**config.mk**
```make
export PLATFORM = sky130hd
export DESIGN_NAME = serial_cmd_port
export DESIGN_NICKNAME = d
export VERILOG_FILES = /design/src/serial_cfg_pkg.sv /design/src/serial_cmd_port.sv /design/src/uart_port.sv
export VERILOG_INCLUDE_DIRS = /design/src
export SDC_FILE = /design/constraint.sdc
export NUM_CORES = 1
export LEC_CHECK = 0
export ABC_AREA = 0
export ABC_CLOCK_PERIOD_IN_PS = 7000
export BUFFER_PORTS_ARGS = -buffer_cell sky130_fd_sc_hd__buf_2
export CAP_MARGIN = 20
export CORE_MARGIN = 1
export CORE_UTILIZATION = 45
export DETAILED_ROUTE_END_ITERATION = 16
export PLACE_DENSITY = 0.64
export SLEW_MARGIN = 20
export SYNTH_ARGS = -nofsm -noshare
export SYNTH_HDL_FRONTEND = slang
export SYNTH_HIERARCHICAL = 1
export SYNTH_SLANG_ARGS = --single-unit
```
**constraint.sdc**
```tcl
create_clock -name clk -period 7 [get_ports clk]
set_clock_uncertainty 0.05 [all_clocks]
set_input_delay 0.7 -clock clk [delete_from_list [all_inputs] [get_ports clk]]
set_output_delay 0.7 -clock clk [all_outputs]
set_load 0.03 [all_outputs]
```
**src/serial_cfg_map.svh**
```systemverilog
// Constants for the dual ASCII command serial port block.
// Assumes a 125 MHz system clock; included by its bare name.
`ifndef SERIAL_CFG_MAP_SVH
`define SERIAL_CFG_MAP_SVH

// Clock rate and selectable line rates in bits per second
`define CLK_HZ 125000000
`define RATE_1 9600
`define RATE_2 19200
`define RATE_3 28800
`define RATE_4 38400
`define RATE_5 57600
`define RATE_6 115200
`define RATE_7 230400
`define BAUD_DIV(rate) (`CLK_HZ / (rate))

// Setting ranges and power-up defaults
`define ENBL_DEF_CMD 8'h01
`define ENBL_DEF_DC  8'h00
`define ENBL_MAX     8'h01
`define ADDR_DEF     8'h00
`define ADDR_MAX     8'h1f
`define RATE_DEF_CMD 8'h02
`define RATE_DEF_UI  8'h06
`define RATE_DEF_DC  8'h07
`define RATE_MIN     8'h01
`define RATE_MAX     8'h07
`define PAR_DEF      8'h00
`define PAR_MAX      8'h04
`define FLOW_DEF_CMD 8'h00
`define FLOW_DEF_DC  8'h02
`define FLOW_SW      8'h01
`define FLOW_HW      8'h02
`define FLOW_MAX     8'h02

// Frame sizes
`define DBITS_NOPAR 4'h8
`define DBITS_PAR   4'h7

// Characters of the command language
`define CH_CR   8'h0d
`define CH_LF   8'h0a
`define CH_LBR  8'h5b
`define CH_RBR  8'h5d
`define CH_STAR 8'h2a
`define CH_ZERO 8'h30
`define CH_UA   8'h41
`define CH_UZ   8'h5a
`define CH_O    8'h6f
`define CH_K    8'h6b
`define CH_XON  8'h11
`define CH_XOFF 8'h13
`define CASE_BIT 5

`endif

```
**src/serial_cfg_pkg.sv**
```systemverilog
// Types for the dual ASCII command serial port block.
// Assumes nothing of its surroundings.
package serial_cfg_pkg;

   // Character engine states, one-hot
   typedef enum logic [4:0] {
      U_IDLE  = 5'b00001,
      U_START = 5'b00010,
      U_DATA  = 5'b00100,
      U_PAR   = 5'b01000,
      U_STOP  = 5'b10000
   } uart_state_type;

   // Command framing states, one-hot
   typedef enum logic [3:0] {
      P_FIRST = 4'b0001,
      P_ADDR  = 4'b0010,
      P_BODY  = 4'b0100,
      P_SKIP  = 4'b1000
   } parse_state_type;

   // Setting selector on the settings write port
   typedef enum logic [2:0] {
      SEL_ENABLE = 3'h0,
      SEL_ADDR   = 3'h1,
      SEL_RATE   = 3'h2,
      SEL_PARITY = 3'h3,
      SEL_FLOW   = 3'h4
   } cfg_sel_type;

   // Parity selector codes
   typedef enum logic [2:0] {
      PAR_NONE = 3'h0,
      PAR_ODD  = 3'h1,
      PAR_EVEN = 3'h2,
      PAR_MARK = 3'h3,
      PAR_ZERO = 3'h4
   } parity_type;

endpackage

```
**src/serial_cmd_port.sv**
```systemverilog
// Command port and daughter-card port sharing one command framer.
// Assumes an interpreter behind the cmd/reply/settings ports.
`timescale 1ns/1ps
`include "serial_cfg_map.svh"
// Operation
// - Setting writes are stored; applied only at the next power-up.
// - Per-port enable; command port on, daughter port off by default.
// - One framer; other port ignored until the locking port's CR.
// - Node address 0..31, default 0.
// - Nonzero address: unprefixed commands dropped with no reply.
// - Rate codes 1..7 select 9600 up to 230400 bit/s.
// - Rate default 2 command port, 7 daughter port.
// - Parity codes 0..4: none, odd, even, mark, zero; default none.
// - Eight data bits without parity, seven with; one stop bit.
// - Flow 0 none, 1 XON/XOFF, 2 RTS/CTS; RTS/CTS off on command port in RS-485.
// - Flow default 0 command port, 2 daughter port.
// - Commands are ASCII ending in CR; letters case-insensitive.
// - Set answered ok CR LF; get answered lower-case text CR LF.
// - Star prefix is a broadcast to every node.
// - No prefix means address 0.
module serial_cmd_port
   import serial_cfg_pkg::*;
(
   // Clock and reset
   input  wire logic       clk,
   input  wire logic       rst,
   // Supply restart with retained settings, RS-485 wiring
   input  wire logic       powerUp,
   input  wire logic       rs485Sel,
   // Serial pins, index 0 command port, 1 daughter port
   input  wire logic [1:0] rxPin,
   input  wire logic [1:0] ctsPin,
   output logic      [1:0] txPin,
   output logic      [1:0] rtsPin,
   // Accepted command characters
   output logic            cmdValid,
   output logic [7:0]      cmdChar,
   output logic            cmdLast,
   output logic            cmdPort,
   // Replies from the interpreter
   input  wire logic       replyOk,
   input  wire logic       respValid,
   input  wire logic [7:0] respChar,
   input  wire logic       respLast,
   output logic            respReady,
   // Settings store
   input  wire logic       cfgWr,
   input  wire logic       cfgPort,
   input  wire logic [2:0] cfgSel,
   input  wire logic [7:0] cfgData,
   output logic            cfgAck,
   output logic            cfgBad,
   output logic [7:0]      cfgRdData,
   // Framer state
   output logic            lockBusy,
   output logic            lockPort
);

   logic [7:0] st_r [2][5];
   logic [7:0] st_nxt [2][5];
   logic [7:0] ac_r [2][5];
   logic [7:0] ac_nxt [2][5];
   logic [1:0] rxV, txRdy, txV;
   logic [7:0] rxD [2];
   logic [7:0] ch, lc, addrAcc_r, addrAcc_nxt, txD, rdVal;
   logic       chV, chP, star_r, star_nxt, match;
   logic       lockBusy_nxt, lockPort_nxt, cmdValid_nxt, cmdLast_nxt;
   logic       cmdPort_nxt, tailBusy_r, tailBusy_nxt, replyPort_r;
   logic       replyPort_nxt, respReady_nxt, sent, cfgOk;
   logic [7:0] cmdChar_nxt;
   logic [1:0] tailIdx_r, tailIdx_nxt;
   parse_state_type pst_r, pst_nxt;

   // Power-up defaults per port and setting
   function automatic logic [7:0] dflt(input int p, input int s);
      case (s)
         0:       dflt = (p == 0) ? `ENBL_DEF_CMD : `ENBL_DEF_DC;
         2:       dflt = (p == 0) ? `RATE_DEF_CMD : `RATE_DEF_DC;
         4:       dflt = (p == 0) ? `FLOW_DEF_CMD : `FLOW_DEF_DC;
         3:       dflt = `PAR_DEF;
         default: dflt = `ADDR_DEF;
      endcase
   endfunction

   // Range check; out-of-range writes leave the store untouched
   always_comb
   begin
      case (cfgSel)
         SEL_ENABLE: cfgOk = cfgData <= `ENBL_MAX;
         SEL_ADDR:   cfgOk = cfgData <= `ADDR_MAX;
         SEL_RATE:   cfgOk = cfgData >= `RATE_MIN && cfgData <= `RATE_MAX;
         SEL_PARITY: cfgOk = cfgData <= `PAR_MAX;
         SEL_FLOW:   cfgOk = cfgData <= `FLOW_MAX;
         default:    cfgOk = 1'b0;
      endcase
      rdVal = (cfgSel <= 3'h4) ? st_r[cfgPort][cfgSel] : 8'h00;
   end

   // store on write, apply on power-up only
   always_comb
   begin
      st_nxt = st_r;
      ac_nxt = powerUp ? st_r : ac_r;
      if (cfgWr && cfgOk)
      begin
         st_nxt[cfgPort][cfgSel] = cfgData;
      end
   end

   // Two line engines
   genvar g;
   generate
      for (g = 0; g < 2; g++)
      begin : gLine
         uart_port uPort (
            .clk     (clk),
            .rst     (rst),
            .rate    (ac_r[g][SEL_RATE]),
            .parity  (ac_r[g][SEL_PARITY]),
            // RTS/CTS unused on the command port (line 0) when wired for RS-485
            .hwFlow  (ac_r[g][SEL_FLOW] == `FLOW_HW && !(g == 0 && rs485Sel)),
            .swFlow  (ac_r[g][SEL_FLOW] == `FLOW_SW),
            .holdOff (lockBusy && lockPort != g),
            .rxPin   (rxPin[g]),
            .ctsPin  (ctsPin[g]),
            .txPin   (txPin[g]),
            .rtsPin  (rtsPin[g]),
            .rxValid (rxV[g]),
            .rxData  (rxD[g]),
            .txValid (txV[g]),
            .txData  (txD),
            .txReady (txRdy[g])
         );
         assign txV[g] = sent && (replyPort_r == g);
      end
   endgenerate

   // only the locking port feeds the framer; enables
   always_comb
   begin
      chV = 1'b0;
      chP = 1'b0;
      if (lockBusy)
      begin
         chV = rxV[lockPort] && ac_r[lockPort][SEL_ENABLE][0];
         chP = lockPort;
      end
      else if (rxV[0] && ac_r[0][SEL_ENABLE][0])
      begin
         chV = 1'b1;
      end
      else
      begin
         chV = rxV[1] && ac_r[1][SEL_ENABLE][0];
         chP = 1'b1;
      end
      ch = rxD[chP];
      lc = (ch >= `CH_UA && ch <= `CH_UZ) ? (ch | 8'h20) : ch;
   end

   // Command framer with address prefix filter
   always_comb
   begin
      pst_nxt       = pst_r;
      lockBusy_nxt  = lockBusy;
      lockPort_nxt  = lockPort;
      addrAcc_nxt   = addrAcc_r;
      star_nxt      = star_r;
      cmdValid_nxt  = 1'b0;
      cmdLast_nxt   = 1'b0;
      cmdChar_nxt   = cmdChar;
      cmdPort_nxt   = cmdPort;
      // star matches any node; prefix against own address
      match = star_r || addrAcc_r == ac_r[lockPort][SEL_ADDR];
      if (chV)
      begin
         unique case (pst_r)
            P_FIRST:
               if (ch != `CH_CR && ch != `CH_LF)
               begin
                  lockBusy_nxt = 1'b1;
                  lockPort_nxt = chP;
                  cmdChar_nxt  = lc;
                  cmdPort_nxt  = chP;
                  addrAcc_nxt  = 8'h00;
                  star_nxt     = 1'b0;
                  if (ch == `CH_LBR)
                  begin
                     pst_nxt = P_ADDR;
                  end
                  // no prefix counts as address 0
                  else if (ac_r[chP][SEL_ADDR] == `ADDR_DEF)
                  begin
                     pst_nxt      = P_BODY;
                     cmdValid_nxt = 1'b1;
                  end
                  else
                  begin
                     pst_nxt = P_SKIP;
                  end
               end
            P_ADDR:
               if (ch == `CH_RBR)
               begin
                  pst_nxt = match ? P_BODY : P_SKIP;
               end
               else if (ch == `CH_CR)
               begin
                  pst_nxt      = P_FIRST;
                  lockBusy_nxt = 1'b0;
               end
               else if (ch == `CH_STAR)
               begin
                  star_nxt = 1'b1;
               end
               else
               begin
                  addrAcc_nxt = 8'((addrAcc_r << 3) + (addrAcc_r << 1)
                                   + (ch - `CH_ZERO));
               end
            P_BODY:
            begin
               cmdValid_nxt = 1'b1;
               cmdChar_nxt  = lc;
               if (ch == `CH_CR)
               begin
                  cmdLast_nxt  = 1'b1;
                  pst_nxt      = P_FIRST;
                  lockBusy_nxt = 1'b0;
               end
            end
            P_SKIP:
               if (ch == `CH_CR)
               begin
                  pst_nxt      = P_FIRST;
                  lockBusy_nxt = 1'b0;
               end
         endcase
      end
   end

   // reply sender: ok CR LF, or text then CR LF
   always_comb
   begin
      tailBusy_nxt  = tailBusy_r;
      tailIdx_nxt   = tailIdx_r;
      replyPort_nxt = (cmdValid && cmdLast) ? cmdPort : replyPort_r;
      sent          = 1'b0;
      txD           = 8'h00;
      if (tailBusy_r)
      begin
         sent = txRdy[replyPort_r];
         case (tailIdx_r)
            2'h0:    txD = `CH_O;
            2'h1:    txD = `CH_K;
            2'h2:    txD = `CH_CR;
            default: txD = `CH_LF;
         endcase
         if (sent)
         begin
            tailIdx_nxt  = tailIdx_r + 2'h1;
            tailBusy_nxt = (tailIdx_r != 2'h3);
         end
      end
      else if (replyOk)
      begin
         tailBusy_nxt = 1'b1;
         tailIdx_nxt  = 2'h0;
      end
      else if (respValid && respReady)
      begin
         sent = 1'b1;
         // Keyword letters go out in lower case
         txD  = (respChar >= `CH_UA && respChar <= `CH_UZ)
                ? (respChar | 8'h20) : respChar;
         if (respLast)
         begin
            tailBusy_nxt = 1'b1;
            tailIdx_nxt  = 2'h2;
         end
      end
      respReady_nxt = !tailBusy_nxt && !replyOk && !sent
                      && txRdy[replyPort_nxt];
   end

   // State registers
   always_ff @(posedge clk or posedge rst)
   begin
      if (rst)
      begin
         for (int p = 0; p < 2; p++)
         begin
            for (int s = 0; s < 5; s++)
            begin
               st_r[p][s] <= dflt(p, s);
               ac_r[p][s] <= dflt(p, s);
            end
         end
         pst_r       <= P_FIRST;
         lockBusy    <= 1'b0;
         lockPort    <= 1'b0;
         addrAcc_r   <= 8'h00;
         star_r      <= 1'b0;
         cmdValid    <= 1'b0;
         cmdLast     <= 1'b0;
         cmdChar     <= 8'h00;
         cmdPort     <= 1'b0;
         tailBusy_r  <= 1'b0;
         tailIdx_r   <= 2'h0;
         replyPort_r <= 1'b0;
         respReady   <= 1'b0;
         cfgAck      <= 1'b0;
         cfgBad      <= 1'b0;
         cfgRdData   <= 8'h00;
      end
      else
      begin
         st_r        <= st_nxt;
         ac_r        <= ac_nxt;
         pst_r       <= pst_nxt;
         lockBusy    <= lockBusy_nxt;
         lockPort    <= lockPort_nxt;
         addrAcc_r   <= addrAcc_nxt;
         star_r      <= star_nxt;
         cmdValid    <= cmdValid_nxt;
         cmdLast     <= cmdLast_nxt;
         cmdChar     <= cmdChar_nxt;
         cmdPort     <= cmdPort_nxt;
         tailBusy_r  <= tailBusy_nxt;
         tailIdx_r   <= tailIdx_nxt;
         replyPort_r <= replyPort_nxt;
         respReady   <= respReady_nxt;
         cfgAck      <= cfgWr;
         cfgBad      <= cfgWr && !cfgOk;
         cfgRdData   <= rdVal;
      end
   end

endmodule

```
**src/uart_port.sv**
```systemverilog
// One serial line: receiver, transmitter, RTS/CTS and XON/XOFF.
// Assumes settings stay static between power-up loads.
`timescale 1ns/1ps
`include "serial_cfg_map.svh"
module uart_port
   import serial_cfg_pkg::*;
(
   // Clock and reset
   input  wire logic       clk,
   input  wire logic       rst,
   // Active settings
   input  wire logic [7:0] rate,
   input  wire logic [7:0] parity,
   input  wire logic       hwFlow,
   input  wire logic       swFlow,
   input  wire logic       holdOff,
   // Pins
   input  wire logic       rxPin,
   input  wire logic       ctsPin,
   output logic            txPin,
   output logic            rtsPin,
   // Character streams
   output logic            rxValid,
   output logic [7:0]      rxData,
   input  wire logic       txValid,
   input  wire logic [7:0] txData,
   output logic            txReady
);

   uart_state_type rxSt_r, rxSt_nxt, txSt_r, txSt_nxt;
   logic [15:0] rxCnt_r, rxCnt_nxt, txCnt_r, txCnt_nxt, div;
   logic [3:0]  rxIdx_r, rxIdx_nxt, txIdx_r, txIdx_nxt, dBits;
   logic [7:0]  rxSh_r, rxSh_nxt, txSh_r, txSh_nxt, rxData_nxt;
   logic [2:0]  rxSync_r, ctsSync_r;
   logic        rxLine_r, rxLine_nxt, ctsLine_r, ctsLine_nxt;
   logic        rxValid_nxt, paused_r, paused_nxt, txPin_nxt;
   logic        txReady_nxt, parBit, blocked, rtsPin_nxt;

   // Rate code to bit period in clocks
   always_comb
   begin
      case (rate)
         8'h01:   div = 16'(`BAUD_DIV(`RATE_1));
         8'h02:   div = 16'(`BAUD_DIV(`RATE_2));
         8'h03:   div = 16'(`BAUD_DIV(`RATE_3));
         8'h04:   div = 16'(`BAUD_DIV(`RATE_4));
         8'h05:   div = 16'(`BAUD_DIV(`RATE_5));
         8'h06:   div = 16'(`BAUD_DIV(`RATE_6));
         8'h07:   div = 16'(`BAUD_DIV(`RATE_7));
         default: div = 16'(`BAUD_DIV(`RATE_2));
      endcase
   end

   assign dBits = (parity == `PAR_DEF) ? `DBITS_NOPAR : `DBITS_PAR;
   // Parity over the seven data bits
   always_comb
   begin
      case (parity[2:0])
         PAR_ODD:  parBit = ~^txSh_r[6:0];
         PAR_EVEN: parBit = ^txSh_r[6:0];
         PAR_MARK: parBit = 1'b1;
         default:  parBit = 1'b0;
      endcase
   end
   assign blocked    = (hwFlow && !ctsLine_r) || (swFlow && paused_r);
   assign rtsPin_nxt = hwFlow ? !holdOff : 1'b1;
   // Pins count once the second and third stages agree
   assign rxLine_nxt  = (rxSync_r[1] == rxSync_r[2]) ? rxSync_r[2]
                                                     : rxLine_r;
   assign ctsLine_nxt = (ctsSync_r[1] == ctsSync_r[2]) ? ctsSync_r[2]
                                                       : ctsLine_r;

   // Receiver; parity is not checked, a bad stop bit drops the char
   always_comb
   begin
      rxSt_nxt    = rxSt_r;
      rxCnt_nxt   = (rxCnt_r == 16'h0000) ? div - 16'h0001
                                          : rxCnt_r - 16'h0001;
      rxIdx_nxt   = rxIdx_r;
      rxSh_nxt    = rxSh_r;
      rxValid_nxt = 1'b0;
      rxData_nxt  = rxData;
      paused_nxt  = swFlow ? paused_r : 1'b0;
      unique case (rxSt_r)
         U_IDLE:
         begin
            rxCnt_nxt = {1'b0, div[15:1]};
            if (!rxLine_r)
            begin
               rxSt_nxt = U_START;
            end
         end
         U_START:
            if (rxCnt_r == 16'h0000)
            begin
               rxSt_nxt  = rxLine_r ? U_IDLE : U_DATA;
               rxIdx_nxt = 4'h0;
               rxSh_nxt  = 8'h00;
            end
         U_DATA:
            if (rxCnt_r == 16'h0000)
            begin
               rxSh_nxt[rxIdx_r[2:0]] = rxLine_r;
               rxIdx_nxt = rxIdx_r + 4'h1;
               if (rxIdx_r == dBits - 4'h1)
               begin
                  rxSt_nxt = (parity == `PAR_DEF) ? U_STOP : U_PAR;
               end
            end
         U_PAR:
            if (rxCnt_r == 16'h0000)
            begin
               rxSt_nxt = U_STOP;
            end
         U_STOP:
            if (rxCnt_r == 16'h0000)
            begin
               rxSt_nxt = U_IDLE;
               if (rxLine_r && swFlow && rxSh_r == `CH_XOFF)
               begin
                  paused_nxt = 1'b1;
               end
               else if (rxLine_r && swFlow && rxSh_r == `CH_XON)
               begin
                  paused_nxt = 1'b0;
               end
               else if (rxLine_r)
               begin
                  rxValid_nxt = 1'b1;
                  rxData_nxt  = rxSh_r;
               end
            end
      endcase
   end

   // Transmitter; start waits while flow control holds the line
   always_comb
   begin
      txSt_nxt  = txSt_r;
      txCnt_nxt = (txCnt_r == 16'h0000) ? div - 16'h0001
                                        : txCnt_r - 16'h0001;
      txIdx_nxt = txIdx_r;
      txSh_nxt  = txSh_r;
      txPin_nxt = txPin;
      unique case (txSt_r)
         U_IDLE:
         begin
            txPin_nxt = 1'b1;
            txCnt_nxt = div - 16'h0001;
            if (txValid && txReady)
            begin
               txSt_nxt  = U_START;
               txSh_nxt  = txData;
               txPin_nxt = 1'b0;
               txIdx_nxt = 4'h0;
            end
         end
         U_START:
            if (txCnt_r == 16'h0000)
            begin
               txSt_nxt  = U_DATA;
               txPin_nxt = txSh_r[0];
            end
         U_DATA:
            if (txCnt_r == 16'h0000)
            begin
               txIdx_nxt = txIdx_r + 4'h1;
               txPin_nxt = txSh_r[txIdx_nxt[2:0]];
               if (txIdx_r == dBits - 4'h1)
               begin
                  txSt_nxt  = (parity == `PAR_DEF) ? U_STOP : U_PAR;
                  txPin_nxt = (parity == `PAR_DEF) ? 1'b1 : parBit;
               end
            end
         U_PAR:
            if (txCnt_r == 16'h0000)
            begin
               txSt_nxt  = U_STOP;
               txPin_nxt = 1'b1;
            end
         U_STOP:
            if (txCnt_r == 16'h0000)
            begin
               txSt_nxt = U_IDLE;
            end
      endcase
      txReady_nxt = (txSt_nxt == U_IDLE) && !blocked;
   end

   // State registers
   always_ff @(posedge clk or posedge rst)
   begin
      if (rst)
      begin
         rxSync_r  <= 3'h7;
         ctsSync_r <= 3'h0;
         rxLine_r  <= 1'b1;
         ctsLine_r <= 1'b0;
         rxSt_r    <= U_IDLE;
         rxCnt_r   <= 16'h0000;
         rxIdx_r   <= 4'h0;
         rxSh_r    <= 8'h00;
         rxValid   <= 1'b0;
         rxData    <= 8'h00;
         paused_r  <= 1'b0;
         txSt_r    <= U_IDLE;
         txCnt_r   <= 16'h0000;
         txIdx_r   <= 4'h0;
         txSh_r    <= 8'h00;
         txPin     <= 1'b1;
         txReady   <= 1'b0;
         rtsPin    <= 1'b1;
      end
      else
      begin
         rxSync_r  <= {rxSync_r[1:0], rxPin};
         ctsSync_r <= {ctsSync_r[1:0], ctsPin};
         rxLine_r  <= rxLine_nxt;
         ctsLine_r <= ctsLine_nxt;
         rxSt_r    <= rxSt_nxt;
         rxCnt_r   <= rxCnt_nxt;
         rxIdx_r   <= rxIdx_nxt;
         rxSh_r    <= rxSh_nxt;
         rxValid   <= rxValid_nxt;
         rxData    <= rxData_nxt;
         paused_r  <= paused_nxt;
         txSt_r    <= txSt_nxt;
         txCnt_r   <= txCnt_nxt;
         txIdx_r   <= txIdx_nxt;
         txSh_r    <= txSh_nxt;
         txPin     <= txPin_nxt;
         txReady   <= txReady_nxt;
         rtsPin    <= rtsPin_nxt;
      end
   end

endmodule

```
======== Word level (Yosys, flattened, before mapping) ========
Cells that the tools add are included.
storage, ports and cells
  register bits ........................... 360
  bits of input ports ..................... 32
  output and inout port bits .............. 28
operators by class
  reduce and logical (&&, ||, !) cells .... 94
  muxes and demuxes ....................... 193
  $add $sub $neg .......................... 16
  bitwise operators ....................... 10
  equality and inequality tests ........... 100
  magnitude comparators ................... 26
operators by type and width
  cell                   number
  $pmux 14 s6            2
  $mux 40                4
  $mux 8                 19
  $mux 5                 26
  $mux 16                8
  $pmux 5 s5             4
  $mux 33                3
  $mux 32                3
  $bwmux 80              1
  $mux 1                 71
  $eq 8x3->1 const B     8
  $logic_not 16->1       4
  $mux 4                 16
  $pmux 8 s2             4
  $sub 16x1->16 const B  4
  $demux 40 s1           1
  $ne 2x1->1 const B     19
  $logic_and 1x1->1      37
  $eq 8x1->1 const B     4
  $eq 8x2->1 const B     4
  $eq 8x5->1 const B     4
  $pmux 4 s2             4
  $eq 5x1->1 const B     6
  $sub 14x1->15 const B  2
  74 further kinds       181

======== Depth between registers and ports, before layout ========
Gate-level depths: netlist (run 1).
  depth in word-level cells ............... 13
  gate-level depth with buffers ........... 15

======== Cells and area by module ========
Netlist (run 1), hierarchy kept.
by module, submodules not included
  module                      area each (um2)  times used  cells an instance
  serial_cmd_port             8909.8           1           705
  uart_port (gLine[1].uPort)  4844.6           1           480
  uart_port (gLine[0].uPort)  4833.4           1           491

======== Worst setup path after synthesis (run 1) ========
Ideal clock, no wire load.
  path type ............................... register to register
  from .................................... register lockPort
  to ...................................... register addrAcc_r[7]
  path slack .............................. 3.431 ns
  cell stages (with the launch flop) ...... 16
  buffers on the path ..................... 2
  period minus slack after synthesis ...... 3.569 ns
  setup time .............................. 0.079 ns
  data arrival time ....................... 3.440 ns
  cells stage by stage .................... dfrtp_1 nand2b_1 buf_4 nand2_1 buf_2 mux2i_1 ha_1 inv_1 fa_1 fa_1 a21o_1 a21oi_1 xnor2_1 xnor2_1 nand2_1 mux2i_1
between the ends
  word-level cells in the longest chain between the ends .. 11
  elaborated cells on any way between the ends .. 30
  classes of those cells .................. 2 x add/sub; 9 x eq/ne; 14 x mux; 2 x bitwise; 3 x reduce/logical
ends and longest elaborated chain
  what                                       RTL line                text
  start, declared                            serial_cmd_port.sv:56   output logic lockPort
  start signal, assigned                     serial_cmd_port.sv:322  lockPort <= lockPort_nxt;
  $mux 1                                     serial_cmd_port.sv:143  if (lockBusy)
  $not 1->2 (implied by the code)            serial_cmd_port.sv:157  ch = rxD[chP];
  $mux 8 (implied by the code) (3 in a row)  serial_cmd_port.sv:157
  $sub 8x6->8 (no line)                      -
  $add 8x8->8                                serial_cmd_port.sv:218  addrAcc_nxt = 8'((addrAcc_r << 3) + (addrAcc_r << 1)
  $mux 8                                     serial_cmd_port.sv:212  else if (ch == `CH_STAR)
  $mux 8                                     serial_cmd_port.sv:207  else if (ch == `CH_CR)
  $mux 8                                     serial_cmd_port.sv:203  if (ch == `CH_RBR)
  $pmux 8 s2                                 serial_cmd_port.sv:177  unique case (pst_r)
  end signal, assigned                       serial_cmd_port.sv:323  addrAcc_r <= addrAcc_nxt;
  end, declared                              serial_cmd_port.sv:65   logic [7:0] ch, lc, addrAcc_r, addrAcc_nxt, txD, rdVal;
Parallel ways exist; a longest one is shown, timed or not. The select of a mux whose other input is x is not followed.
A chain may end at the register's enable or synchronous reset.

======== Final worst setup path (run 1) ========
Ends and elaborated chain as after synthesis.

==> flow_summary_export.csv, run 1 <==
group,metric,value,unit
detailed_routing,postRouteAntennaNets,0,
clocking,h-tree-depth,2,
detailed_routing,wirelength,44.3,mm
clocking,cts_hold_buf,0,
cells_and_area,final_cells,2271,
synthesis,synth_cell_types,95,
cells_and_area,n_antenna_cell,0,
setup_path,crit_arrival,4.56,ns
timing,relSlewSlack,23.7,%
power_and_ir_drop,internal_power,3.52,mW
global_routing,grt_max_degree,78,
clocking,clock_path_buffers,3,
synthesis,syn_area_per_cell,11.1,um2
power_and_ir_drop,switchingPower,1.07,mW
clocking,cts_root_buf,"clkbuf_16",
floorplan,core_area,40800,um2
status,run_status,"complete, no violations",
min_path,hold_class,"input pin to async pin",
floorplan,num_rows,74,
power_and_ir_drop,p_leak,9.17,nW
synthesis,synthFlopType,"dfrtp_1",
synthesis,synth-seq-cells,360,
clocking,clk_latency,0.56,ns
floorplan,initial_core_util,45.5,%
detailed_routing,via_count,13200,
timing,hold_violations,0,
synthesis,synth_edf_count,0,
setup_path,cp-start-kind,"flop",
detailed_routing,drc,0,
global_routing,antenna_found_initial,0,
timing,setup_violations,0,
global_routing,grt_first_pass_wirelength,71.4,mm
power_and_ir_drop,vdd_drop_max,0.000182,V
power_and_ir_drop,seq_power_share,46.7,%
cells_and_area,synthToLayoutAreaGrowth,11.2,%
timing,slew_violations,0,
cells_and_area,fin_nets,1771,
timing,timing.fmax,241,MHz
global_routing,track_usage,21.7,%
synthesis,ys_warn_count,6,
floorplan,die_h,205,um
setup_path,slowest_delay,0.71,ns
place,io_buffers,59,
detailed_routing,drt_iter0_drc,952,
clocking,cts_resized,0,
place,post-place-cells,2196,
power_and_ir_drop,p_comb_share,5.0,%
clocking,post_cts_buffers,0,
timing,rsz0062_at_grt,"no",
power_and_ir_drop,clkPwrFrac,48.3,%
floorplan,die_x,205,um
synthesis,netlist_instances,1676,
cells_and_area,layout_commonest_cell,"dfrtp_1",
setup_path,worstPathRequired,7.41,ns
setup_path,reg2regPathDepth,13,
synthesis,syn_area,18600,um2
global_routing,grt_pass1_vias,12800,
synthesis,synthArstFlopShare,100,%
detailed_routing,dr.pass1.iters,5,
clocking,cts_tree,"done",
timing,post-route-period-util,59.2,%
detailed_routing,vias_per_cell,5.81,
global_routing,grt_overflow,0,
setup_path,critPathSlowestCell,"dfrtp_1",
power_and_ir_drop,powerDensity,222,nW/um2
clocking,cts_buffers,41,
setup_path,cp_cell_sequence,"nand2b_1 > nand2_1 > mux2i_1 > ha_1 > inv_1 > fa_1 > fa_1 > a21o_1 > a21oi_1 > xnor2_1 > xnor2_1 > nand2_1 > mux2i_1",
setup_path,path_class,"flop to flop",
clocking,clkTransAtPathRegs,0.06,ns
floorplan,ios,60,
synthesis,synth-seq-area-share,48.7,%
cells_and_area,fin_util,50.6,%
timing,tns,0,ns
timing,worst_pin_slew,1.13,ns
place,hpwl,31.4,mm
setup_path,end_kind,"flop",
detailed_routing,wl_per_cell,19.5,um
floorplan,dieArea,42100,um2
setup_path,cp_max_fo,14,
cells_and_area,layout-drive-gt1-share,22.1,%
timing,period_minus_slack,4.14,ns
power_and_ir_drop,swShare,23.3,%
place,place_congestion,0.905,
synthesis,syn-num-nets,1740,
flow_run,cap_violations,0,
cells_and_area,mostFrequentLayoutCells,"dfrtp_1, mux2_2, nand2_1, nor2_1, o21ai_0",
clocking,cts_sinks,360,
==> sequential cells by signal (all words and copies together) (netlist names), 4 cells and up <==
| name | count |
|---|---|
| gLine.uPort/txCnt_r | 32 |
| gLine.uPort/txSh_r | 16 |
| addrAcc_r | 8 |
| gLine.uPort/txIdx_r | 8 |
| ac_r | 66 |
| cfgRdData | 8 |
| gLine.uPort/rxCnt_r | 32 |
| gLine.uPort/rxIdx_r | 8 |
| gLine.uPort/rxSh_r | 16 |
| gLine.uPort/rxSt_r | 10 |
| gLine.uPort/txSt_r | 10 |
| gLine.uPort/ctsSync_r | 6 |
| cmdChar | 8 |
| st_r | 80 |
| pst_r | 4 |
| gLine.uPort/rxData | 16 |
| gLine.uPort/rxSync_r | 6 |
==> metal layers <==
| layer | global-route usage [%] | share of wire (%) |
|---|---|---|
| met3 | 3.28 | 4.8 |
| met5 | 1.79 | 0.22 |
| met1 | 32.9 | 49 |
| met4 | 6.64 | 2.1 |
| met2 | 31.5 | 43 |
==> synth_stat cells (all sizes together) (17+ instances only) <==
library cell / count / area (um2)
dfrtp: 331 / 8280
mux2: 156 / 1800
nand2: 109 / 409
nor2: 108 / 432
o21ai: 92 / 464
clkbuf: 60 / 245
nor2b: 55 / 344
xnor2: 54 / 473
a21oi: 51 / 259
inv: 51 / 194
nor3: 47 / 235
nor4: 42 / 318
nand3: 39 / 195
mux2i: 36 / 360
dfstp: 29 / 762
and2: 28 / 175
ha: 27 / 338
xor2: 24 / 210
or4: 21 / 180
mux4: 20 / 450
o211ai: 17 / 128
o22ai: 17 / 106
==> per-stage QoR <==
step                      setup WS, ns  hold slack [ns]  instance area (um2)  total power [mW]
after floorplan                   1.21            0.281                18600              2.33
after global placement            3.04            0.284                19300              2.41
after detailed placement          2.89            0.296                19300              2.41
after CTS                         2.87           0.0330                20700              4.65
after global routing              2.60           0.0613                20700              4.77
final                             2.86           0.0593                20700              4.60
==> critical path: cells and delay by family (launching register included) <==
family,cells,cell delay (ns)
flip-flops,1,0.71
buffers and inverters,1,0.07
multiplexers,2,0.55
AND/OR/NAND/NOR,3,0.80
XOR/XNOR,2,0.29
adder cells (fa/ha/maj),3,1.23
AO/OA/AOI/OAI,2,0.36
==> power groups by stage <==
stage / clock network [mW] / registers [mW] / logic (mW)
4_1_cts: 2.27 / 2.15 / 0.231
2_1_floorplan: 0 / 2.17 / 0.154
3_3_place_gp: 0 / 2.18 / 0.225
3_5_place_dp: 0 / 2.18 / 0.230
6_report: 2.22 / 2.15 / 0.228
5_1_grt: 2.36 / 2.15 / 0.255
==> cell families after synthesis <==
group | synth area share, %
flops | 48.7
buf+inv | 2.85
fa+ha+maj | 2.57
compound gates | 10.2
xor+xnor | 4.16
simple gates | 17.6
mux | 14.0
==> path summary, 6_finish.rpt <==
path | from | endpoint | slack (ns)
max | lockPort$_DFFE_PP0P_ | addrAcc_r[7]$_DFFE_PP0P_ | 2.86
min | rst | gLine[0].uPort/txSh_r[7]$_DFFE_PP0P_ | 0.06
max reg2reg | lockPort$_DFFE_PP0P_ | addrAcc_r[7]$_DFFE_PP0P_ | 2.86
min reg2reg | gLine[0].uPort/rxSync_r[0]$_DFF_PP1_ | gLine[0].uPort/rxSync_r[1]$_DFF_PP1_ | 0.30
max in group asynchronous | rst | ac_r[21]$_DFFE_PP0P_ | 5.32
min in group clk | rxPin[1] | gLine[1].uPort/rxSync_r[0]$_DFF_PP1_ | 0.20
==> cell type report <==
class                      instances  area, um2
inverter                          51        201
clock inverter                    19        231
multi-input combinational       1189       9010
fill                            3642      20200
timing repair buffer              64        337
sequential                       360       9040
tap                              532        666
clock buffer                      56       1170
No activity file was read; power rests on OpenSTA's default activity.
==> inputs of run 2 (changes only) <==
ABC_AREA = 1   (was 0)
ABC_CLOCK_PERIOD_IN_PS = 3400   (was 7000)
PLACE_DENSITY = 0.66   (was 0.64)
clock period = 3.4 ns   (was 7 ns; I/O delays follow)
==> run 2 against run 1 <==
Effect of this change: power increased by 98%; worst hold slack improved by 0.012 ns; first-iteration DRC count increased by 31%; critical path depth increased by 7; sequential power increased by 100%; synthesized cell count increased by 44%; non-clock buffer count increased by 29; routed wire length increased by 4.9%; via count increased by 22%; die area increased by 4.4%; utilization increased by 0.79 points; maximum frequency increased by 29%; critical endpoint unchanged; largest cell class unchanged; highest routed layer is now met4.
==> flow_summary_export.csv, run 2 <==
group,metric,value,unit
status,run_status,"complete, no violations",
floorplan,core_area,42200,um2
timing,tns,0,ns
timing,relSlewSlack,41.6,%
setup_path,rr_endpoint,"addrAcc_r[7]$_DFFE_PP0P_",
clocking,cts_root_buf,"clkbuf_16",
floorplan,ios,60,
synthesis,netlist_instances,2421,
min_path,hold_class,"input pin to flop",
min_path,holdPathEnd,"st_r[18]$_DFFE_PP1P_",
place,place_congestion,0.960,
cells_and_area,regArea,9040,um2
clocking,h-tree-depth,2,
clocking,clock_path_buffers,3,
cells_and_area,fin_nets,2555,
setup_path,cp_cell_sequence,"nand2_1 > nand2_4 > nand2_2 > buf_4 > nand2_1 > nand2_2 > fa_2 > inv_1 > ha_1 > ha_4 > a21oi_2 > nor2_1 > nor2_2 > inv_1 > nand2_1 > nand3_1 > nand2_1 > nor2_1 > nand3_1 > nand2_1",
timing,setup_violations,0,
cells_and_area,mostFrequentLayoutCells,"nand2_1, dfrtp_1, inv_1, nor2_1, o21ai_0",
power_and_ir_drop,p_comb_share,4.4,%
setup_path,cp_max_fo,11,
global_routing,track_usage,21.7,%
synthesis,syn-num-nets,2485,
cells_and_area,n_antenna_cell,0,
power_and_ir_drop,p_leak,11.0,nW
global_routing,antenna_found_initial,0,
synthesis,ys_warn_count,6,
global_routing,grt_first_pass_wirelength,78.2,mm
cells_and_area,layout-drive-gt1-share,14.0,%
floorplan,dieArea,44000,um2
clocking,cts_sinks,360,
place,io_buffers,59,
min_path,hp-start,"cfgData[2]",
floorplan,initial_core_util,46.0,%
power_and_ir_drop,clkPwrFrac,47.5,%
cells_and_area,largest_reg_flops,80,
detailed_routing,drc,0,
setup_path,timing.rr.start,"ac_r[72]$_DFFE_PP1P_",
setup_path,slowest_delay,0.54,ns
detailed_routing,dr.pass1.iters,6,
floorplan,die_h,210,um
synthesis,syn_area,19400,um2
setup_path,cp-start-kind,"flop",
global_routing,grt_overflow,0,
synthesis,syn_area_per_cell,8.02,um2
detailed_routing,vias_per_cell,5.26,
synthesis,synthArstFlopShare,100,%
power_and_ir_drop,vdd_drop_max,0.000455,V
power_and_ir_drop,switchingPower,2.15,mW
floorplan,die_x,210,um
cells_and_area,top_register,"st_r",
timing,period_minus_slack,3.22,ns
power_and_ir_drop,powerDensity,419,nW/um2
global_routing,grt_pass1_vias,15400,
synthesis,synth_area_leaders,"dfrtp_1, nand2_1, inv_1",
synthesis,yosysMostFrequentCell,"nand2_1",
clocking,cts_buffers,40,
cells_and_area,synthToLayoutAreaGrowth,11.8,%
synthesis,ys_top_cells_by_count,"nand2_1, dfrtp_1, inv_1",
synthesis,synth.largest_area_cell,"dfrtp_1",
cells_and_area,multiInputGateArea,8810,um2
clocking,clkTransAtPathRegs,0.06,ns
power_and_ir_drop,seq_power_share,48.1,%
detailed_routing,via_count,16100,
place,dp_slack,0.0698,ns
synthesis,synthFlopType,"dfrtp_1",
clocking,clk_latency,0.57,ns
synthesis,synth-seq-area-share,46.6,%
clocking,cts_tree,"done",
timing,worst_pin_slew,0.875,ns
flow_run,cap_violations,0,
setup_path,worstPathRequired,3.79,ns
detailed_routing,wirelength,46.5,mm
global_routing,grt_max_degree,92,
power_and_ir_drop,internal_power,6.94,mW
setup_path,cp.buffers_inverters,3,
min_path,whs_path_depth,3,
cells_and_area,nFillCells,3987,
detailed_routing,postRouteAntennaNets,0,
cells_and_area,layout_commonest_cell,"nand2_1",
place,hpwl,34.1,mm
power_and_ir_drop,swShare,23.6,%
synthesis,synth_cell_types,65,
setup_path,end_kind,"flop",
setup_path,reg2reg_slack,0.18,ns
synthesis,synth_edf_count,0,
synthesis,synth_top_area_share,42.7,%
timing,timing.fmax,311,MHz
setup_path,critPathTopFamily,"adder cells",
cells_and_area,top_regs,"st_r x80, ac_r x66",
detailed_routing,drt_iter0_drc,1250,
timing,hold_violations,0,
timing,setup_slack,0.182,ns
setup_path,path_class,"flop to flop",
setup_path,critPathSlowestCell,"dfstp_2",
setup_path,crit_arrival,3.61,ns
timing,slew_violations,0,
detailed_routing,wl_per_cell,15.2,um
floorplan,num_rows,75,
setup_path,reg2regPathDepth,20,
setup_path,worst_path_most_repeated_cell,"nand2_1",
timing,post-route-period-util,94.6,%
synthesis,synth-seq-cells,360,
[run 2: changes by cell type in the layout (fill, tap and decap cells not counted), sizes merged, moves of 25 or more]
cell   before  now
nand2     109  648
inv        50  328
nor2      108  263
nand3      39  160
mux2      156   48
o21ai      92  178
nand4      11   72
nor2b      55    0
xnor2      54   18
mux2i      36    2
and2       28    2
nor4       42   17
[run 2: worst register-to-register path, cell delays in order, from the launching register on]
cell and delay (ns):
dfstp_2 0.54, nand2_1 0.09, nand2_4 0.10, nand2_2 0.06
buf_4 0.18, nand2_1 0.08, nand2_2 0.09, fa_2 0.53
inv_1 0.04, ha_1 0.32, ha_4 0.27, a21oi_2 0.13
nor2_1 0.06, nor2_2 0.11, inv_1 0.07, nand2_1 0.07
nand3_1 0.07, nand2_1 0.06, nor2_1 0.04, nand3_1 0.08
nand2_1 0.05
[run 2: cell families (layout without fill, tap and decap cells)]
| family | Yosys count | in the layout | share of synthesized area [%] |
|---|---|---|---|
| adder cells (fa/ha/maj) | 36 | 36 | 2.46 |
| XOR/XNOR | 52 | 52 | 2.35 |
| buffers and inverters | 396 | 496 | 8.24 |
| flip-flops | 360 | 360 | 46.6 |
| AO/OA/AOI/OAI | 307 | 307 | 9.20 |
| multiplexers | 50 | 50 | 2.89 |
| AND/OR/NAND/NOR | 1220 | 1220 | 28.3 |
[run 2: area by class of cell]
type | count | area share, %
Clock buffer | 53 | 4.97
Inverter | 331 | 5.76
Sequential cell | 360 | 41.7
Tap cell | 539 | 3.11
Clock inverter | 19 | 1.04
Timing Repair Buffer | 93 | 2.86
Multi-Input combinational cell | 1665 | 40.6
[run 2: worst max-delay path by stage]
stage,start,end,cells after the start
global route,ac_r[72]$_DFFE_PP1P_,addrAcc_r[7]$_DFFE_PP0P_,20
floorplan,lockPort$_DFFE_PP0P_,addrAcc_r[7]$_DFFE_PP0P_,19
global placement,ac_r[72]$_DFFE_PP1P_,addrAcc_r[7]$_DFFE_PP0P_,19
finish,ac_r[72]$_DFFE_PP1P_,addrAcc_r[7]$_DFFE_PP0P_,20
CTS,ac_r[72]$_DFFE_PP1P_,addrAcc_r[7]$_DFFE_PP0P_,19
detailed placement,ac_r[72]$_DFFE_PP1P_,addrAcc_r[7]$_DFFE_PP0P_,19
[run 2: through the flow]
| step | power [mW] | hold WS (ns) | util [%] | std cells | cell area [um2] |
|---|---|---|---|---|---|
| finish | 9.09 | 0.0711 | 51.4 | 3060 | 21700 |
| global route | 9.41 | 0.0639 | 51.4 | 3060 | 21700 |
| CTS | 9.22 | 0.0210 | 51.3 | 3058 | 21700 |
| detailed placement | 4.84 | 0.288 | 48.0 | 2978 | 20300 |
| global placement | 4.83 | 0.282 | 48.0 | 2978 | 20300 |
| floorplan | 4.70 | 0.281 | - | 2421 | 19400 |
[run 2: routing by layer]
metal	GRT usage [%]	up-vias	share of wire [%]
li1	-	8001	-
met1	31.5	7659	48
met2	33.9	373	45
met3	2.96	74	4.5
met4	6.14	0	2.4
met5	0	-	0
[run 2: power by group through the flow]
stage / sequential, mW / clock (mW) / combinational, mW
finish: 4.37 / 4.32 / 0.404
global route: 4.37 / 4.59 / 0.452
CTS: 4.37 / 4.44 / 0.408
detailed placement: 4.44 / 0 / 0.400
global placement: 4.44 / 0 / 0.394
floorplan: 4.44 / 0 / 0.258
[run 2: repair_timing]
action | in CTS | in global routing
endpoints found under the setup margin | 0 | 1
buffers inserted | 0 | 2
hold endpoints to repair | 96 | 0
hold buffers | 8 | 0
resized for setup | 0 | 7
==> inputs of run 3 (changes only) <==
ABC_AREA = not set   (was 1)
==> run 3 against run 2 <==
Effect of this change: global-route usage decreased by 0.11 points; register-to-register slack got worse by 0.02 ns; count of clock-buffer cells in the layout increased by 1; worst setup slack got worse by 0.025 ns; critical path type unchanged; sequential share of layout area increased by 0.95 points.
==> flow_summary_export.csv, run 3 (synthesis gave the netlist of run 1 again) <==
group,metric,value,unit
cells_and_area,top_register,"st_r",
timing,worst_pin_slew,0.967,ns
clocking,cts_buffers,41,
timing,post-route-period-util,95.4,%
timing,period_minus_slack,3.24,ns
cells_and_area,fin_util,52.0,%
power_and_ir_drop,p_leak,9.41,nW
global_routing,grt_max_degree,74,
detailed_routing,vias_per_cell,5.77,
place,post-place-cells,2231,
flow_run,cap_violations,0,
min_path,hold_class,"input pin to flop",
floorplan,initial_core_util,45.5,%
cells_and_area,layout_commonest_cell,"dfrtp_1",
cells_and_area,top_regs,"st_r x80, ac_r x66",
detailed_routing,drc,0,
timing,slew_violations,0,
status,run_status,"complete, no violations",
clocking,clk_latency,0.56,ns
place,place_congestion,0.904,
floorplan,core_area,40800,um2
global_routing,grt_pass1_vias,13000,
timing,hold_violations,0,
place,io_buffers,59,
cells_and_area,largest_reg_flops,80,
setup_path,path_class,"flop to flop",
setup_path,end_kind,"flop",
setup_path,cp_max_fo,4,
detailed_routing,dr.pass1.iters,5,
global_routing,grt_first_pass_wirelength,71.7,mm
cells_and_area,n_antenna_cell,0,
cells_and_area,mostFrequentLayoutCells,"dfrtp_1, mux2_2, nand2_1, nor2_1, o21ai_0",
clocking,cts_root_buf,"clkbuf_16",
place,hpwl,31.4,mm
global_routing,track_usage,21.6,%
power_and_ir_drop,powerDensity,443,nW/um2
global_routing,grt_overflow,0,
floorplan,die_h,205,um
global_routing,antenna_found_initial,0,
clocking,cts_tree,"done",
detailed_routing,drt_iter0_drc,1070,
clocking,h-tree-depth,2,
cells_and_area,layout-drive-gt1-share,24.9,%
floorplan,num_rows,74,
setup_path,worstPathRequired,3.83,ns
floorplan,dieArea,42100,um2
floorplan,ios,60,
setup_path,cp-start-kind,"flop",
cells_and_area,final_cells,2320,
power_and_ir_drop,vdd_drop_max,0.000338,V
clocking,clkTransAtPathRegs,0.06,ns
detailed_routing,postRouteAntennaNets,0,
detailed_routing,wirelength,44.4,mm
timing,timing.fmax,308,MHz
cells_and_area,synthToLayoutAreaGrowth,14.2,%
clocking,cts_sinks,360,
setup_path,crit_arrival,3.67,ns
clocking,clock_path_buffers,3,
timing,relSlewSlack,35.0,%
detailed_routing,wl_per_cell,19.1,um
detailed_routing,via_count,13400,
cells_and_area,fin_nets,1819,
timing,setup_violations,0,
cells_and_area,nFillCells,3553,
floorplan,die_x,205,um
-- run 3: critical path, stage by stage (launching register included) --
cell	delay [ns]
dfstp_2	0.55
nand3b_1	0.18
nand2_4	0.16
mux2i_4	0.26
ha_1	0.25
inv_1	0.08
fa_2	0.46
fa_2	0.35
a21o_1	0.17
a21oi_2	0.14
xnor2_1	0.15
xnor2_1	0.14
nand2_1	0.07
mux2i_1	0.14
-- run 3: routing by layer --
layer / vias up / track usage (%) / routed length (um)
met5: - / 0 / 0
met2: 318 / 31.9 / 19600
met1: 6729 / 32.9 / 21600
met4: 0 / 6.14 / 892
met3: 63 / 3.17 / 2280
li1: 6281 / - / -
-- run 3: report_power, final --
part	total, mW	switching [mW]	internal, mW	leakage [nW]
Clock	4.48	1.82	2.67	0.685
Combinational	0.492	0.314	0.177	4.08
Sequential	4.42	0.0642	4.35	4.64
Total	9.39	2.20	7.20	9.41
-- run 3: layout make-up --
cell class / instances / area [um2] / share of cell area [%]
clock buffers: 54 / 1170 / 5.50
clock inverters: 22 / 211 / 0.996
inverters: 51 / 200 / 0.943
multi-input cells: 1189 / 9150 / 43.1
flip-flops and latches: 360 / 9050 / 42.6
well taps: 532 / 666 / 3.14
repair buffers: 112 / 786 / 3.70
-- run 3: final timing paths --
kind | endpoint | slack, ns | depth (start not counted) | from
worst max-delay path | addrAcc_r[7]$_DFFE_PP0P_ | 0.16 | 13 | ac_r[72]$_DFFE_PP1P_
max in group asynchronous | gLine[0].uPort/rxSync_r[1]$_DFF_PP1_ | 2.06 | 4 | rst
worst min-delay path | cfgBad$_DFF_PP0_ | 0.06 | 4 | cfgData[6]
min in group asynchronous | respReady$_DFF_PP0_ | 0.42 | 3 | rst
worst max register to register | addrAcc_r[7]$_DFFE_PP0P_ | 0.16 | 13 | ac_r[72]$_DFFE_PP1P_
worst min register to register | gLine[0].uPort/ctsSync_r[1]$_DFF_PP0_ | 0.31 | 0 | gLine[0].uPort/ctsSync_r[0]$_DFF_PP0_
-- run 3: per-stage QoR --
step / total power [mW] / setup slack [ns] / cell area, um2 / hold WS [ns] / TNS [ns]
2_1_floorplan: 4.79 / 0.0427 / 18600 / 0.281 / 0
3_3_place_gp: 4.97 / 0.0979 / 19600 / 0.288 / 0
3_5_place_dp: 4.98 / -0.00955 / 19600 / 0.293 / -0.00955
4_1_cts: 9.51 / 0.0200 / 21100 / 0.0388 / 0
5_1_grt: 9.73 / -0.0584 / 21200 / 0.101 / -0.0584
6_report: 9.39 / 0.157 / 21200 / 0.0599 / 0
-- run 3: what timing repair did --
item | in CTS | in global routing
gates resized for setup | 2 | 24
buffers inserted | 0 | 4
hold buffers | 9 | 0
setup endpoints to repair | 1 | 1
pin swaps | 0 | 10
endpoints found under the hold margin | 112 | 0
